==> src/include/mce_consts.svh <==
// Constants for the miscellaneous control instruction executor
`ifndef MCE_CONSTS_SVH
`define MCE_CONSTS_SVH
// Fixed opcodes
`define MCE_OP_HALT 16'h0000
`define MCE_OP_WAIT 16'h0001
`define MCE_OP_BUS_RESET 16'h0005
// Opcode fields, bits 15:6 of the previous-space moves
`define MCE_OP_MOVE_FROM_PREV_INSTR_SPACE 10'h035
`define MCE_OP_MOVE_TO_PREV_INSTR_SPACE 10'h036
`define MCE_OP_MOVE_FROM_PREV_DATA_SPACE 10'h235
`define MCE_OP_MOVE_TO_PREV_DATA_SPACE 10'h236
// Condition code operators, bits 15:5
`define MCE_OP_CCOP 11'h005
`define MCE_CCOP_SENSE_BIT 4
// Status word fields
`define MCE_PSW_CUR_HI 15
`define MCE_PSW_CUR_LO 14
`define MCE_PSW_PRV_HI 13
`define MCE_PSW_PRV_LO 12
`define MCE_MODE_KERNEL 2'h0
// Stack step in bytes
`define MCE_STACK_STEP 16'h0002
// Bus initialize time
`define MCE_CLK_MHZ 100
`define MCE_INIT_TIME_MS 10
`define MCE_INIT_CYCLES (`MCE_INIT_TIME_MS * 1000 * `MCE_CLK_MHZ)
`define MCE_INIT_CNT_W 20
// Reset values
`define MCE_WORD_RST 16'h0000
`define MCE_CC_RST 4'h0
`endif

==> src/include/mce_pkg.sv <==
// Types for the miscellaneous control instruction executor
`default_nettype none
package mce_pkg;
  // Pending trap conditions, highest priority first
  typedef struct packed {
    logic parity;
    logic mmu;
    logic yellow;
    logic pwr;
    logic fpu;
    logic pir;
    logic br;
    logic trace;
  } mce_trap_vec_t;

  // One bus cycle request
  typedef struct packed {
    logic wr;
    logic [1:0] mode;
    logic ispace;
    logic [15:0] addr;
    logic [15:0] wdata;
  } mce_bus_req_t;

  // Kind of trap sequence under way
  typedef enum logic [2:0] {
    MCE_TK_INSTR = 3'h0,
    MCE_TK_TRACE = 3'h1,
    MCE_TK_STKOVF = 3'h2,
    MCE_TK_BUSERR = 3'h3,
    MCE_TK_OTHER = 3'h4
  } mce_tkind_t;

  typedef enum logic [2:0] {
    MCE_ST_IDLE = 3'h0,
    MCE_ST_MV_RD = 3'h1,
    MCE_ST_MV_WR = 3'h3,
    MCE_ST_WAIT = 3'h2,
    MCE_ST_HALT = 3'h6,
    MCE_ST_INIT = 3'h7,
    MCE_ST_TSEQ = 3'h5
  } mce_state_t;
endpackage
`default_nettype wire

==> src/hw/mce_trap_prio.sv <==
// Fixed priority selector over pending trap conditions
`default_nettype none
module mce_trap_prio
  import mce_pkg::*;
(
  // Pending conditions
  input wire mce_trap_vec_t i_pend,
  // Selection
  output logic o_any,
  output mce_trap_vec_t o_sel
);
  logic [7:0] pv;
  logic [7:0] sel;

  assign pv = i_pend;

  always_comb
  begin
    sel = 8'h00;
    for (int i = 7; i >= 0; i--)
    begin
      if (pv[i] && sel == 8'h00)
      begin
        sel[i] = 1'b1;
      end
    end
  end

  assign o_any = |pv;
  assign o_sel = sel;
endmodule
`default_nettype wire

==> src/hw/mce_misc_exec.sv <==
// Executor for halt, wait, bus reset, previous-space moves, cc ops
`include "mce_consts.svh"
`default_nettype none
module mce_misc_exec
  import mce_pkg::*;
#(
  parameter int unsigned INIT_CYCLES = `MCE_INIT_CYCLES
)
(
  // Clock and reset
  input wire logic I_CLK,
  input wire logic I_RST_N,
  // Instruction issue
  input wire logic I_INSTR_VALID,
  input wire logic [15:0] I_INSTR,
  input wire logic [15:0] I_EA,
  output logic O_INSTR_READY,
  output logic O_DONE,
  // Processor state
  input wire logic [15:0] I_PSW,
  input wire logic [15:0] I_SP,
  input wire logic [15:0] I_R0,
  input wire logic [15:0] I_PC,
  output logic O_CC_WE,
  output logic [3:0] O_CC,
  output logic O_SP_WE,
  output logic [15:0] O_SP,
  // System bus
  output logic O_BUS_REQ,
  output mce_bus_req_t O_BUS,
  input wire logic I_BUS_ACK,
  input wire logic [15:0] I_BUS_RDATA,
  input wire logic I_BUS_ERR,
  output logic O_BUS_INIT,
  // Traps
  input wire mce_trap_vec_t I_TRAP_PEND,
  output logic O_TRAP_TAKE,
  output mce_trap_vec_t O_TRAP_SEL,
  input wire logic I_TSEQ_START,
  input wire mce_tkind_t I_TSEQ_KIND,
  input wire logic I_TSEQ_DONE,
  input wire logic I_STK_OVF,
  output logic O_STKOVF_TRAP,
  output logic O_ILL_HALT_TRAP,
  // Console
  input wire logic I_CONSOLE_CONT,
  output logic O_HALTED,
  output logic O_CONSOLE_GRANT,
  output logic [15:0] O_CONSOLE_DATA,
  output logic [15:0] O_CONSOLE_ADDR,
  output logic O_WAITING
);
  mce_state_t state_r;
  mce_state_t state_nxt;
  mce_tkind_t tkind_r;
  logic [1:0] cont_sync_r;
  logic cont_prev_r;
  logic cont_rise;
  logic trap_any;
  mce_trap_vec_t trap_sel;
  logic is_halt;
  logic is_wait;
  logic is_rst;
  logic is_ccop;
  logic is_mv;
  logic mv_to_r;
  logic mv_isp_r;
  logic [15:0] ea_r;
  logic [15:0] word_r;
  logic [`MCE_INIT_CNT_W-1:0] init_cnt_r;
  logic init_last;
  logic defer_ovf_r;
  logic halt_on_err;
  logic wait_exit;
  logic take;
  logic accept;
  logic kernel;
  logic done_nxt;

  function automatic logic [1:0] cur_mode(input logic [15:0] psw);
    cur_mode = psw[`MCE_PSW_CUR_HI:`MCE_PSW_CUR_LO];
  endfunction

  function automatic logic [1:0] prv_mode(input logic [15:0] psw);
    prv_mode = psw[`MCE_PSW_PRV_HI:`MCE_PSW_PRV_LO];
  endfunction

  function automatic logic [3:0] mv_flags(input logic [15:0] w,
                                          input logic [3:0] cc);
    mv_flags = {w[15], (w == `MCE_WORD_RST), 1'b0, cc[0]};
  endfunction

  mce_trap_prio u_prio (
    .i_pend(I_TRAP_PEND),
    .o_any(trap_any),
    .o_sel(trap_sel)
  );

  // Console continue synchroniser
  always_ff @(posedge I_CLK)
  begin
    if (!I_RST_N)
    begin
      cont_sync_r <= 2'h0;
      cont_prev_r <= 1'b0;
    end
    else
    begin
      cont_sync_r <= {cont_sync_r[0], I_CONSOLE_CONT};
      cont_prev_r <= cont_sync_r[1];
    end
  end

  assign cont_rise = cont_sync_r[1] && !cont_prev_r;

  // Opcode decode
  assign is_halt = (I_INSTR == `MCE_OP_HALT);
  assign is_wait = (I_INSTR == `MCE_OP_WAIT);
  assign is_rst = (I_INSTR == `MCE_OP_BUS_RESET);
  assign is_ccop = (I_INSTR[15:5] == `MCE_OP_CCOP);
  assign is_mv = (I_INSTR[15:6] == `MCE_OP_MOVE_FROM_PREV_INSTR_SPACE) ||
                 (I_INSTR[15:6] == `MCE_OP_MOVE_TO_PREV_INSTR_SPACE) ||
                 (I_INSTR[15:6] == `MCE_OP_MOVE_FROM_PREV_DATA_SPACE) ||
                 (I_INSTR[15:6] == `MCE_OP_MOVE_TO_PREV_DATA_SPACE);
  assign kernel = (cur_mode(I_PSW) == `MCE_MODE_KERNEL);

  assign take = (state_r == MCE_ST_IDLE) && trap_any;
  assign O_INSTR_READY = (state_r == MCE_ST_IDLE) && !trap_any;
  assign accept = O_INSTR_READY && I_INSTR_VALID;

  assign wait_exit = I_TRAP_PEND.br || I_TRAP_PEND.pir ||
                     I_TRAP_PEND.fpu || I_TRAP_PEND.pwr ||
                     I_TRAP_PEND.parity;

  assign halt_on_err = (tkind_r == MCE_TK_INSTR) ||
                       (tkind_r == MCE_TK_TRACE) ||
                       (tkind_r == MCE_TK_STKOVF) ||
                       (tkind_r == MCE_TK_BUSERR);

  assign init_last = (init_cnt_r ==
                      `MCE_INIT_CNT_W'(INIT_CYCLES - 1));

  // Next state
  always_comb
  begin
    state_nxt = state_r;
    unique case (state_r)
      MCE_ST_IDLE:
      begin
        if (I_TSEQ_START || take)
        begin
          state_nxt = MCE_ST_TSEQ;
        end
        else if (accept)
        begin
          if (is_halt && kernel)
          begin
            state_nxt = MCE_ST_HALT;
          end
          else if (is_wait)
          begin
            state_nxt = MCE_ST_WAIT;
          end
          else if (is_rst)
          begin
            state_nxt = MCE_ST_INIT;
          end
          else if (is_mv)
          begin
            state_nxt = MCE_ST_MV_RD;
          end
        end
      end
      MCE_ST_MV_RD:
      begin
        if (I_BUS_ERR)
        begin
          state_nxt = MCE_ST_IDLE;
        end
        else if (I_BUS_ACK)
        begin
          state_nxt = MCE_ST_MV_WR;
        end
      end
      MCE_ST_MV_WR:
      begin
        if (I_BUS_ERR || I_BUS_ACK)
        begin
          state_nxt = MCE_ST_IDLE;
        end
      end
      MCE_ST_WAIT:
      begin
        if (wait_exit)
        begin
          state_nxt = MCE_ST_IDLE;
        end
      end
      MCE_ST_HALT:
      begin
        if (cont_rise)
        begin
          state_nxt = MCE_ST_IDLE;
        end
      end
      MCE_ST_INIT:
      begin
        if (init_last)
        begin
          state_nxt = MCE_ST_IDLE;
        end
      end
      MCE_ST_TSEQ:
      begin
        if (I_BUS_ERR && halt_on_err)
        begin
          state_nxt = MCE_ST_HALT;
        end
        else if (I_TSEQ_DONE)
        begin
          state_nxt = MCE_ST_IDLE;
        end
      end
      default:
      begin
        state_nxt = MCE_ST_IDLE;
      end
    endcase
  end

  always_ff @(posedge I_CLK)
  begin
    if (!I_RST_N)
    begin
      state_r <= MCE_ST_IDLE;
    end
    else
    begin
      state_r <= state_nxt;
    end
  end

  // Trap take and sequence kind
  always_ff @(posedge I_CLK)
  begin
    if (!I_RST_N)
    begin
      O_TRAP_TAKE <= 1'b0;
      O_TRAP_SEL <= '0;
      tkind_r <= MCE_TK_OTHER;
    end
    else
    begin
      O_TRAP_TAKE <= 1'b0;
      if (state_r == MCE_ST_IDLE && I_TSEQ_START)
      begin
        tkind_r <= I_TSEQ_KIND;
      end
      else if (take)
      begin
        O_TRAP_TAKE <= 1'b1;
        O_TRAP_SEL <= trap_sel;
        if (trap_sel.yellow)
        begin
          tkind_r <= MCE_TK_STKOVF;
        end
        else if (trap_sel.trace)
        begin
          tkind_r <= MCE_TK_TRACE;
        end
        else
        begin
          tkind_r <= MCE_TK_OTHER;
        end
      end
    end
  end

  always_ff @(posedge I_CLK)
  begin
    if (!I_RST_N)
    begin
      defer_ovf_r <= 1'b0;
      O_STKOVF_TRAP <= 1'b0;
    end
    else
    begin
      O_STKOVF_TRAP <= 1'b0;
      if (state_r == MCE_ST_TSEQ &&
          (tkind_r == MCE_TK_BUSERR || tkind_r == MCE_TK_INSTR ||
           tkind_r == MCE_TK_TRACE))
      begin
        if (I_TSEQ_DONE)
        begin
          O_STKOVF_TRAP <= defer_ovf_r || I_STK_OVF;
          defer_ovf_r <= 1'b0;
        end
        else if (I_STK_OVF)
        begin
          defer_ovf_r <= 1'b1;
        end
      end
      else
      begin
        defer_ovf_r <= 1'b0;
      end
    end
  end

  always_ff @(posedge I_CLK)
  begin
    if (!I_RST_N)
    begin
      O_ILL_HALT_TRAP <= 1'b0;
    end
    else
    begin
      O_ILL_HALT_TRAP <= accept && is_halt && !kernel;
    end
  end

  always_ff @(posedge I_CLK)
  begin
    if (!I_RST_N)
    begin
      O_CONSOLE_DATA <= `MCE_WORD_RST;
      O_CONSOLE_ADDR <= `MCE_WORD_RST;
    end
    else if (state_nxt == MCE_ST_HALT && state_r != MCE_ST_HALT)
    begin
      O_CONSOLE_DATA <= I_R0;
      O_CONSOLE_ADDR <= I_PC;
    end
  end

  assign O_HALTED = (state_r == MCE_ST_HALT);
  assign O_CONSOLE_GRANT = (state_r == MCE_ST_HALT);
  assign O_WAITING = (state_r == MCE_ST_WAIT);

  always_ff @(posedge I_CLK)
  begin
    if (!I_RST_N)
    begin
      init_cnt_r <= '0;
    end
    else if (state_r == MCE_ST_INIT)
    begin
      init_cnt_r <= init_cnt_r + `MCE_INIT_CNT_W'(1);
    end
    else
    begin
      init_cnt_r <= '0;
    end
  end

  assign O_BUS_INIT = (state_r == MCE_ST_INIT);

  // Move operands
  always_ff @(posedge I_CLK)
  begin
    if (!I_RST_N)
    begin
      mv_to_r <= 1'b0;
      mv_isp_r <= 1'b0;
      ea_r <= `MCE_WORD_RST;
      word_r <= `MCE_WORD_RST;
    end
    else
    begin
      if (accept && is_mv)
      begin
        mv_to_r <= I_INSTR[7];
        mv_isp_r <= !I_INSTR[15];
        ea_r <= I_EA;
      end
      if (state_r == MCE_ST_MV_RD && I_BUS_ACK)
      begin
        word_r <= I_BUS_RDATA;
      end
    end
  end

  assign O_BUS_REQ = (state_r == MCE_ST_MV_RD) ||
                     (state_r == MCE_ST_MV_WR);

  always_comb
  begin
    O_BUS = '0;
    if (state_r == MCE_ST_MV_RD)
    begin
      O_BUS.wr = 1'b0;
      if (mv_to_r)
      begin
        O_BUS.mode = cur_mode(I_PSW);
        O_BUS.addr = I_SP;
      end
      else
      begin
        O_BUS.mode = prv_mode(I_PSW);
        O_BUS.ispace = mv_isp_r;
        O_BUS.addr = ea_r;
      end
    end
    else if (state_r == MCE_ST_MV_WR)
    begin
      O_BUS.wr = 1'b1;
      O_BUS.wdata = word_r;
      if (mv_to_r)
      begin
        O_BUS.mode = prv_mode(I_PSW);
        O_BUS.ispace = mv_isp_r;
        O_BUS.addr = ea_r;
      end
      else
      begin
        O_BUS.mode = cur_mode(I_PSW);
        O_BUS.addr = I_SP - `MCE_STACK_STEP;
      end
    end
  end

  // Stack pointer and flag updates
  always_ff @(posedge I_CLK)
  begin
    if (!I_RST_N)
    begin
      O_SP_WE <= 1'b0;
      O_SP <= `MCE_WORD_RST;
      O_CC_WE <= 1'b0;
      O_CC <= `MCE_CC_RST;
    end
    else
    begin
      O_SP_WE <= 1'b0;
      O_CC_WE <= 1'b0;
      if (accept && is_ccop)
      begin
        O_CC_WE <= 1'b1;
        if (I_INSTR[`MCE_CCOP_SENSE_BIT])
        begin
          O_CC <= I_PSW[3:0] | I_INSTR[3:0];
        end
        else
        begin
          O_CC <= I_PSW[3:0] & ~I_INSTR[3:0];
        end
      end
      else if (state_r == MCE_ST_MV_RD && I_BUS_ACK && mv_to_r)
      begin
        O_SP_WE <= 1'b1;
        O_SP <= I_SP + `MCE_STACK_STEP;
      end
      else if (state_r == MCE_ST_MV_WR && I_BUS_ACK)
      begin
        O_CC_WE <= 1'b1;
        O_CC <= mv_flags(word_r, I_PSW[3:0]);
        if (!mv_to_r)
        begin
          O_SP_WE <= 1'b1;
          O_SP <= I_SP - `MCE_STACK_STEP;
        end
      end
    end
  end

  // Completion pulse
  always_comb
  begin
    done_nxt = 1'b0;
    if (accept && is_ccop)
    begin
      done_nxt = 1'b1;
    end
    else if (state_r != MCE_ST_IDLE && state_r != MCE_ST_TSEQ &&
             state_nxt == MCE_ST_IDLE)
    begin
      done_nxt = 1'b1;
    end
  end

  always_ff @(posedge I_CLK)
  begin
    if (!I_RST_N)
    begin
      O_DONE <= 1'b0;
    end
    else
    begin
      O_DONE <= done_nxt;
    end
  end
endmodule
`default_nettype wire

==> config.mk <==
export PLATFORM = sky130hd
export DESIGN_NAME = mce_misc_exec
export DESIGN_NICKNAME = d
export VERILOG_FILES = /design/src/include/mce_pkg.sv /design/src/hw/mce_trap_prio.sv /design/src/hw/mce_misc_exec.sv
export VERILOG_INCLUDE_DIRS = /design/src /design/src/include
export SDC_FILE = /design/constraint.sdc
export NUM_CORES = 1
export LEC_CHECK = 0
export BUFFER_PORTS_ARGS = -buffer_cell sky130_fd_sc_hd__buf_4
export CORE_UTILIZATION = 51
export DETAILED_ROUTE_END_ITERATION = 8
export PLACE_DENSITY = 0.81
export SLEW_MARGIN = 5
export SYNTH_ARGS = -nofsm -noshare
export SYNTH_HDL_FRONTEND = slang
export SYNTH_SLANG_ARGS = --single-unit
==> constraint.sdc <==
create_clock -name I_CLK -period 4.23 [get_ports I_CLK]
set_clock_uncertainty 0.15 [all_clocks]
set_input_delay 1.269 -clock I_CLK [delete_from_list [all_inputs] [get_ports I_CLK]]
set_output_delay 1.269 -clock I_CLK [all_outputs]
set_load 0.02 [all_outputs]
==> flow_summary.toml, run 1 <==
[routing]
postRouteAntennaNets = 0
first_iter_violations = 329
drc_errors = 0
avgViaCountPerCell = 5.32
dr.pass1.iters = 4
wirelength_um = 19600
wl_per_cell_um = 16.1
vias = 6502

[die]
die_width_um = 118
ios = 240
start_util_pct = 53.1
die_area_mm2 = 0.0138
core_area_mm2 = 0.0128
num_rows = 41
die_height_um = 118

[logic_synthesis]
ys_seq_elements = 130
ys_warn_count = 0
netlist_area_mm2 = 0.00681
synth_area_leaders = "dfxtp_1, nand2_1, mux2i_1"
synthDominantCellAreaShare_pct = 38.2
ys_async_sr_fraction_pct = 0
syn_inst = 821
syn_nets = 956
yosysUniqueCellTypes = 68
yosysSeqAreaShare_pct = 38.2
ys.flop_type = "dfxtp_1"
synth_largest_area_cell = "dfxtp_1"
synth-edff-count = 0
synth.avg_cell_area_um2 = 8.29

[setup_path]
path_max_fanout = 8
path_buf_inv = 4
worstSetupPathType = "input port to output port"
cpMostUsedCell = "buf_4"
reg2reg_from = "state_r[1]"
cp.required_ns = 2.81
timing.rr.end = "O_SP[11]"
crit_chain = "buf_4 > inv_1 > ha_2 > nand3_1 > buf_4 > xor2_1 > a211oi_2 > a21oi_1 > nor2_1 > buf_4"
crit_path_end_kind = "output port"
critPathTopFamily = "buffers and inverters"
crit_path_max_incr_delay_ns = 0.22
worst-r2r-cell-count = 6
worst-r2r-setup-slack_ns = 1.56
crit_arrival_ns = 2.71
crit_slowest_cell = "a211oi_2"
start_kind = "input port"

[clocking]
htreeDepth = 4
cts.sinks = 130
cts_buffer_depth = 2
cts_root_buf = "clkbuf_16"
clkSlewWorstSetupHoldPaths_ns = 0.06
cts_hold_buf = 0
cts_tree = "done"
cts_inserted_buffers = 17
clock_latency_ns = 0.42

[min_path]
min_path_cells = 1
hold_start = "init_cnt_r[0]"
holdCritPathClass = "flop to flop"
min_to = "init_cnt_r[0]"

[timing]
fin_crit_sh_pct = 97.5
setup_viol = 0
fin_crit_ns = 4.13
worst-slew-pin-transition_ns = 0.819
relSlewSlack_pct = 45.0
final-hold-violation-count = 0
drv_slew = 0
fmax_mhz = 242
setup_ws_ns = 0.105

[global_route]
grt_pass1_vias = 6348
grt_max_degree = 68
grt_overflow_total = 0
grt.total_usage_pct = 28.7
grt_pass1_wl_um = 31700
grt_antenna_before_repair = 0

[placement]
port_buffers = 231
place_ws_ns = 0.00124
dp.final_hpwl_um = 14300
gp_congestion = 0.858

[final_layout]
final_nets = 1172
most-common-layout-cells = "buf_4, nand2_1, dfxtp_1"
final_util_pct = 72.3
regArea_mm2 = 0.00260
fill_cells = 1054
area_growth_pct = 36.2
diodes = 0
multi_input_area_mm2 = 0.00391
final_common_cell = "buf_4"
drive_gt1_share_pct = 30.3

[run]
cap_violations = 0

[run_status]
outcome = "completed"

[power]
p_per_area_mw_per_mm2 = 371
vdd_drop_max_v = 0.000265
p_leak_nw = 3.90
[layer usage]
metal  up-vias  part of all wire (%)  global-route usage, %
met4         0                   2.7                   12.4
li1       3258                     -                      -
met2       222                    49                   49.0
met1      2989                    41                   33.0
met5         -                     0                      0
met3        33                   7.0                   8.72
[logic make-up (layout without fill, tap and decap cells)]
kind of cell               count (synthesis)  count (layout)  share of synthesized area (%)
xor gates and xnor gates                  42              42                           5.40
DFF                                      130             130                           38.2
muxes                                     65              65                           9.69
adders and majority gates                  3               3                          0.551
buffers and inverters                     72             301                           5.37
AOI/OAI and AO/OA                        122             122                           12.4
and+or+nand+nor                          387             387                           28.4
[flip-flops by register name (all words and copies together), names as in the netlist, 4 cells and up]
register	count
init_cnt_r	20
O_TRAP_SEL	8
O_CONSOLE_DATA	16
word_r	16
O_CC	4
O_CONSOLE_ADDR	16
ea_r	16
O_SP	16
[power by group]
part | switching (mW) | internal, mW | total (mW)
logic | 0.377 | 0.319 | 0.697
registers | 0.0541 | 1.30 | 1.36
clock network | 0.534 | 0.853 | 1.39
total | 0.966 | 2.47 | 3.44
[cell usage after synthesis (2+ instances only)]
library cell,number
a211oi_1,8
a21boi_0,26
a21oi_1,23
a22oi_1,10
a32oi_1,2
and2_1,16
and3_1,26
and4_1,3
buf_2,5
buf_4,3
buf_6,5
clkbuf_1,38
dfxtp_1,130
dlygate4sd1_1,2
dlygate4sd3_1,4
ha_1,3
inv_1,12
mux2_2,7
mux2i_1,58
nand2_1,162
nand2b_1,4
nand3_1,25
nand3b_1,2
nand4_1,15
nor2_1,57
nor2b_1,28
nor3_1,13
nor3b_1,3
nor4_1,8
nor4_4,3
nor4bb_1,2
o211a_1,4
o211ai_1,2
o21a_1,4
o21ai_0,26
o22ai_1,2
o2bb2ai_1,2
or2_2,2
or3_1,7
xnor2_1,21
xor2_1,21
[through the flow]
stage,std cells,setup TNS [ns],cell area (um^2),total power [mW],hold slack (ns)
2_1_floorplan,821,0,6810,1.79,0.262
6_report,1222,0,9280,3.44,0.297
3_3_place_gp,1190,0,8670,2.06,0.275
3_5_place_dp,1190,0,8670,2.07,0.283
4_1_cts,1222,0,9230,3.45,0.294
5_1_grt,1222,-0.0175,9280,3.57,0.325
[layout make-up]
| type | count | area share, % |
|---|---|---|
| Clock buffer | 24 | 5.19 |
| Multi-Input combinational cell | 619 | 42.1 |
| Timing Repair Buffer | 257 | 20.9 |
| Clock inverter | 8 | 0.850 |
| Sequential cell | 130 | 28.1 |
| Inverter | 12 | 0.486 |
| Tap cell | 172 | 2.32 |
[how the worst max path moves through the flow]
stage               startpoint         to  slack, ns  cells after the start
floorplan              I_SP[3]  O_BUS[29]       0.01                      7
global placement       I_SP[9]  O_BUS[31]       0.02                      8
detailed placement     I_SP[9]  O_BUS[31]      0.001                      8
CTS                    I_SP[9]  O_BUS[29]       0.03                      8
global route           I_SP[1]  O_BUS[23]     -0.009                     10
finish                 I_SP[1]  O_BUS[23]       0.10                     10
[timing repair]
item,in CTS,in global routing
hold endpoints to repair,0,0
resized for setup,1,9
endpoints found under the setup margin,1,8
pin swaps,0,1
setup buffers,0,0
gates cloned,0,0
No activity file was read; power rests on OpenSTA's default activity.
==> run 2, diff against run 1 <==
Settings changed: SETUP_SLACK_MARGIN set to 0.2.
==> flow_summary.toml, run 2 (same netlist as run 1, synthesis figures left out) <==
[clocking]
cts.sinks = 130
cts_buffer_depth = 2
htreeDepth = 4
clock_latency_ns = 0.42
clkSlewWorstSetupHoldPaths_ns = 0.05
cts_inserted_buffers = 17
cts_root_buf = "clkbuf_16"
cts_tree = "done"

[setup_path]
cp.required_ns = 2.81
worst-r2r-cell-count = 8
timing.rr.end = "O_CONSOLE_ADDR[11]"
start_kind = "input port"
path_max_fanout = 6
crit_path_end_kind = "output port"
crit_arrival_ns = 2.63
worstSetupPathType = "input port to output port"
reg2reg_from = "state_r[1]"
worst-r2r-setup-slack_ns = 1.36

[die]
core_area_mm2 = 0.0128
die_area_mm2 = 0.0138
num_rows = 41
die_width_um = 118
start_util_pct = 53.1
ios = 240
die_height_um = 118

[placement]
postPlaceCellArea_mm2 = 0.00865
port_buffers = 231
gp_congestion = 0.887
dp.final_hpwl_um = 13300
place_ws_ns = 0.106

[timing]
final-hold-violation-count = 0
relSlewSlack_pct = 44.7
tns_ns = 0
fin_crit_ns = 4.04
worst-slew-pin-transition_ns = 0.827
fin_crit_sh_pct = 95.6
drv_slew = 0
fmax_mhz = 247
setup_ws_ns = 0.185
setup_viol = 0
rsz0062_at_grt = "true"

[routing]
wirelength_um = 19400
dr.pass1.iters = 5
wl_per_cell_um = 15.8
drc_errors = 0
first_iter_violations = 354
vias = 6699
postRouteAntennaNets = 0
avgViaCountPerCell = 5.46

[final_layout]
largest_reg_flops = 20
largest-register = "init_cnt_r"
most-common-layout-cells = "buf_4, nand2_1, dfxtp_1"
diodes = 0
drive_gt1_share_pct = 32.7
finish.instance_area_mm2 = 0.00959
final_common_cell = "buf_4"
fill_cells = 978
area_growth_pct = 40.8
final_nets = 1177

[power]
p_leak_nw = 4.02
p_per_area_mw_per_mm2 = 379
vdd_drop_max_v = 0.000239

[global_route]
grt_pass1_wl_um = 30300
grt_max_degree = 57
grt.total_usage_pct = 27.1
grt_antenna_before_repair = 0
grt_pass1_vias = 6238
grt_overflow_total = 0

[min_path]
hold_start = "cont_sync_r[0]"
min_path_cells = 1
holdCritPathClass = "flop to flop"
min_to = "cont_sync_r[1]"

[run_status]
outcome = "completed"

[run]
cap_violations = 0
-- run 2: repair_timing --
| action | 4_1_cts | 5_1_grt |
|---|---|---|
| gates resized for setup | 18 | 29 |
| pin swaps | 8 | 18 |
| buffers inserted | 6 | 6 |
| hold buffers | 0 | 0 |
| setup endpoints to repair | 6 | 10 |
-- run 2: final cells by class --
class | instances | area (um^2) | area share [%]
well taps | 172 | 215 | 2.24
clock buffers | 19 | 453 | 4.72
repair buffers | 262 | 2050 | 21.3
multi-input cells | 619 | 4040 | 42.2
clock inverters | 13 | 183 | 1.91
flip-flops and latches | 130 | 2600 | 27.2
inverters | 12 | 45.0 | 0.470
-- run 2: routing by layer --
metal	part of all wire, %	up-vias	global-route usage [%]
met5	0	-	0
met4	2.3	0	11.3
met3	7.8	45	7.07
met2	49	277	45.8
met1	41	3113	32.7
li1	-	3264	-
-- run 2: how the worst max path moves through the flow --
stage,depth (start not counted),to,start
after floorplan,7,O_BUS[29],I_SP[9]
after global placement,9,O_BUS[31],I_SP[2]
after detailed placement,9,O_BUS[31],I_SP[2]
after CTS,8,O_BUS[29],I_SP[8]
after global routing,8,O_BUS[31],I_SP[7]
final,9,O_BUS[23],I_SP[2]
-- run 2: worst max-delay path, cell delays in order --
cell	delay (ns)
buf_4	0.15
inv_2	0.08
ha_4	0.15
nand3_2	0.12
xor2_1	0.17
a211oi_1	0.23
a21oi_1	0.08
nor2_1	0.21
buf_4	0.18
-- run 2: through the flow --
stage | std cells | hold slack [ns] | power (mW) | util (%)
global placement | 1183 | 0.273 | 2.05 | 67.4
detailed placement | 1183 | 0.273 | 2.06 | 67.4
floorplan | 821 | 0.262 | 1.80 | -
CTS | 1221 | 0.296 | 3.63 | 73.4
global route | 1227 | 0.320 | 3.77 | 74.8
finish | 1227 | 0.297 | 3.64 | 74.8
-- run 2: where the power goes --
part | switching, mW | internal (mW) | total (mW)
clock | 0.553 | 1.02 | 1.57
sequential | 0.0499 | 1.30 | 1.35
combinational | 0.385 | 0.332 | 0.717
==> run 3, diff against run 2 <==
Settings changed: CORE_MARGIN set to 8, GPL_TIMING_DRIVEN set to 0.
==> flow_summary.toml, run 3 (same netlist as run 1, synthesis figures left out) <==
[run_status]
outcome = "completed"

[final_layout]
area_growth_pct = 43.3
most-common-layout-cells = "buf_4, nand2_1, dfxtp_1"
fill_cells = 998
drive_gt1_share_pct = 31.6
diodes = 0
largest_reg_flops = 20
largest-register = "init_cnt_r"
final_nets = 1222
final_common_cell = "buf_4"
finish.instance_area_mm2 = 0.00976

[die]
core_area_mm2 = 0.0131
ios = 240
die_area_mm2 = 0.0173
die_width_um = 132
die_height_um = 132
num_rows = 42
start_util_pct = 51.8

[timing]
fin_hold_ws_ns = 0.292
final-hold-violation-count = 0
setup_viol = 0
setup_ws_ns = 0.0123
drv_slew = 0
worst-slew-pin-transition_ns = 0.919
fin_crit_sh_pct = 99.7
rsz0062_at_grt = "true"
relSlewSlack_pct = 37.9
fin_crit_ns = 4.22
fmax_mhz = 237
tns_ns = 0

[global_route]
grt_antenna_before_repair = 0
grt_overflow_total = 0
grt_pass1_vias = 6923
grt_max_degree = 20
grt_pass1_wl_um = 35700
grt.total_usage_pct = 25.1

[routing]
wirelength_um = 23500
vias = 7081
avgViaCountPerCell = 5.56
wl_per_cell_um = 18.4
first_iter_violations = 584
drc_errors = 0
postRouteAntennaNets = 0
dr.pass1.iters = 6

[clocking]
cts_inserted_buffers = 17
cts_tree = "done"
cts_buffer_depth = 2
cts.sinks = 130
clock_latency_ns = 0.42
cts_root_buf = "clkbuf_16"
htreeDepth = 4
cts_hold_buf = 0
clkSlewWorstSetupHoldPaths_ns = 0.05

[setup_path]
timing.rr.end = "O_SP[14]"
reg2reg_from = "state_r[1]"
worst-r2r-cell-count = 8
start_kind = "input port"
path_max_fanout = 5
worstSetupPathType = "input port to output port"
crit_path_end_kind = "output port"
cp.required_ns = 2.81
worst-r2r-setup-slack_ns = 1.09
crit_arrival_ns = 2.80

[power]
vdd_drop_max_v = 0.000289
p_leak_nw = 4.10
p_per_area_mw_per_mm2 = 370

[placement]
port_buffers = 222
place_ws_ns = -0.150
gp_congestion = 0.963
postPlaceCellArea_mm2 = 0.00873
dp.final_hpwl_um = 16400

[min_path]
min_to = "init_cnt_r[0]"
min_path_cells = 1
hold_start = "init_cnt_r[0]"
holdCritPathClass = "flop to flop"

[run]
cap_violations = 0
-- run 3: critical path, cell delays in order --
cell     delay, ns
buf_12        0.11
nor4_4        0.26
nand4_1       0.21
nor3_2        0.18
xor2_1        0.27
a22oi_1       0.15
a21oi_2       0.19
buf_4         0.16
-- run 3: cell type report --
cell class                      instances  area (um^2)  area share (%)
Tap cell                              176          220            2.26
Multi-Input combinational cell        619         4010            41.1
Buffer                                 59          369            3.78
Inverter                               12         50.0           0.513
Timing Repair Buffer                  248         1910            19.5
Clock inverter                          5          100            1.03
Sequential cell                       130         2600            26.7
Clock buffer                           25          495            5.08
-- run 3: stage by stage --
stage	util (%)	instances	power, mW
floorplan	-	821	1.80
global placement	66.5	1219	2.08
detailed placement	66.5	1219	2.09
CTS	72.5	1260	3.59
global route	74.3	1274	3.75
finish	74.3	1274	3.61
-- run 3: repair_timing --
item / 4_1_cts / 5_1_grt
resized for setup: 31 / 40
pin swaps: 16 / 21
buffers inserted: 12 / 14
endpoints found under the setup margin: 23 / 21
endpoints found under the hold margin: 0 / 0
-- run 3: power breakdown --
group	switching [mW]	total, mW	leakage [nW]	internal (mW)
logic	0.422	0.771	2.75	0.350
registers	0.0423	1.34	1.05	1.30
clock network	0.519	1.50	0.293	0.981
total	0.983	3.61	4.10	2.63
-- run 3: worst max-delay path by stage --
stage / start / end / cells after the start / slack (ns)
after floorplan: I_SP[9] / O_BUS[29] / 7 / 0.20
after global placement: I_SP[7] / O_BUS[29] / 9 / -0.13
after detailed placement: I_SP[7] / O_BUS[29] / 9 / -0.15
after CTS: I_SP[7] / O_BUS[29] / 9 / 0.10
after global routing: I_SP[9] / O_BUS[29] / 8 / -0.08
final: I_SP[9] / O_BUS[29] / 8 / 0.01
-- run 3: per-layer routing --
metal  track usage, %  part of all wire [%]
met1             28.9                    40
met4             10.3                   3.5
met3             7.24                   8.8
met2             42.8                    47
met5                0                     0
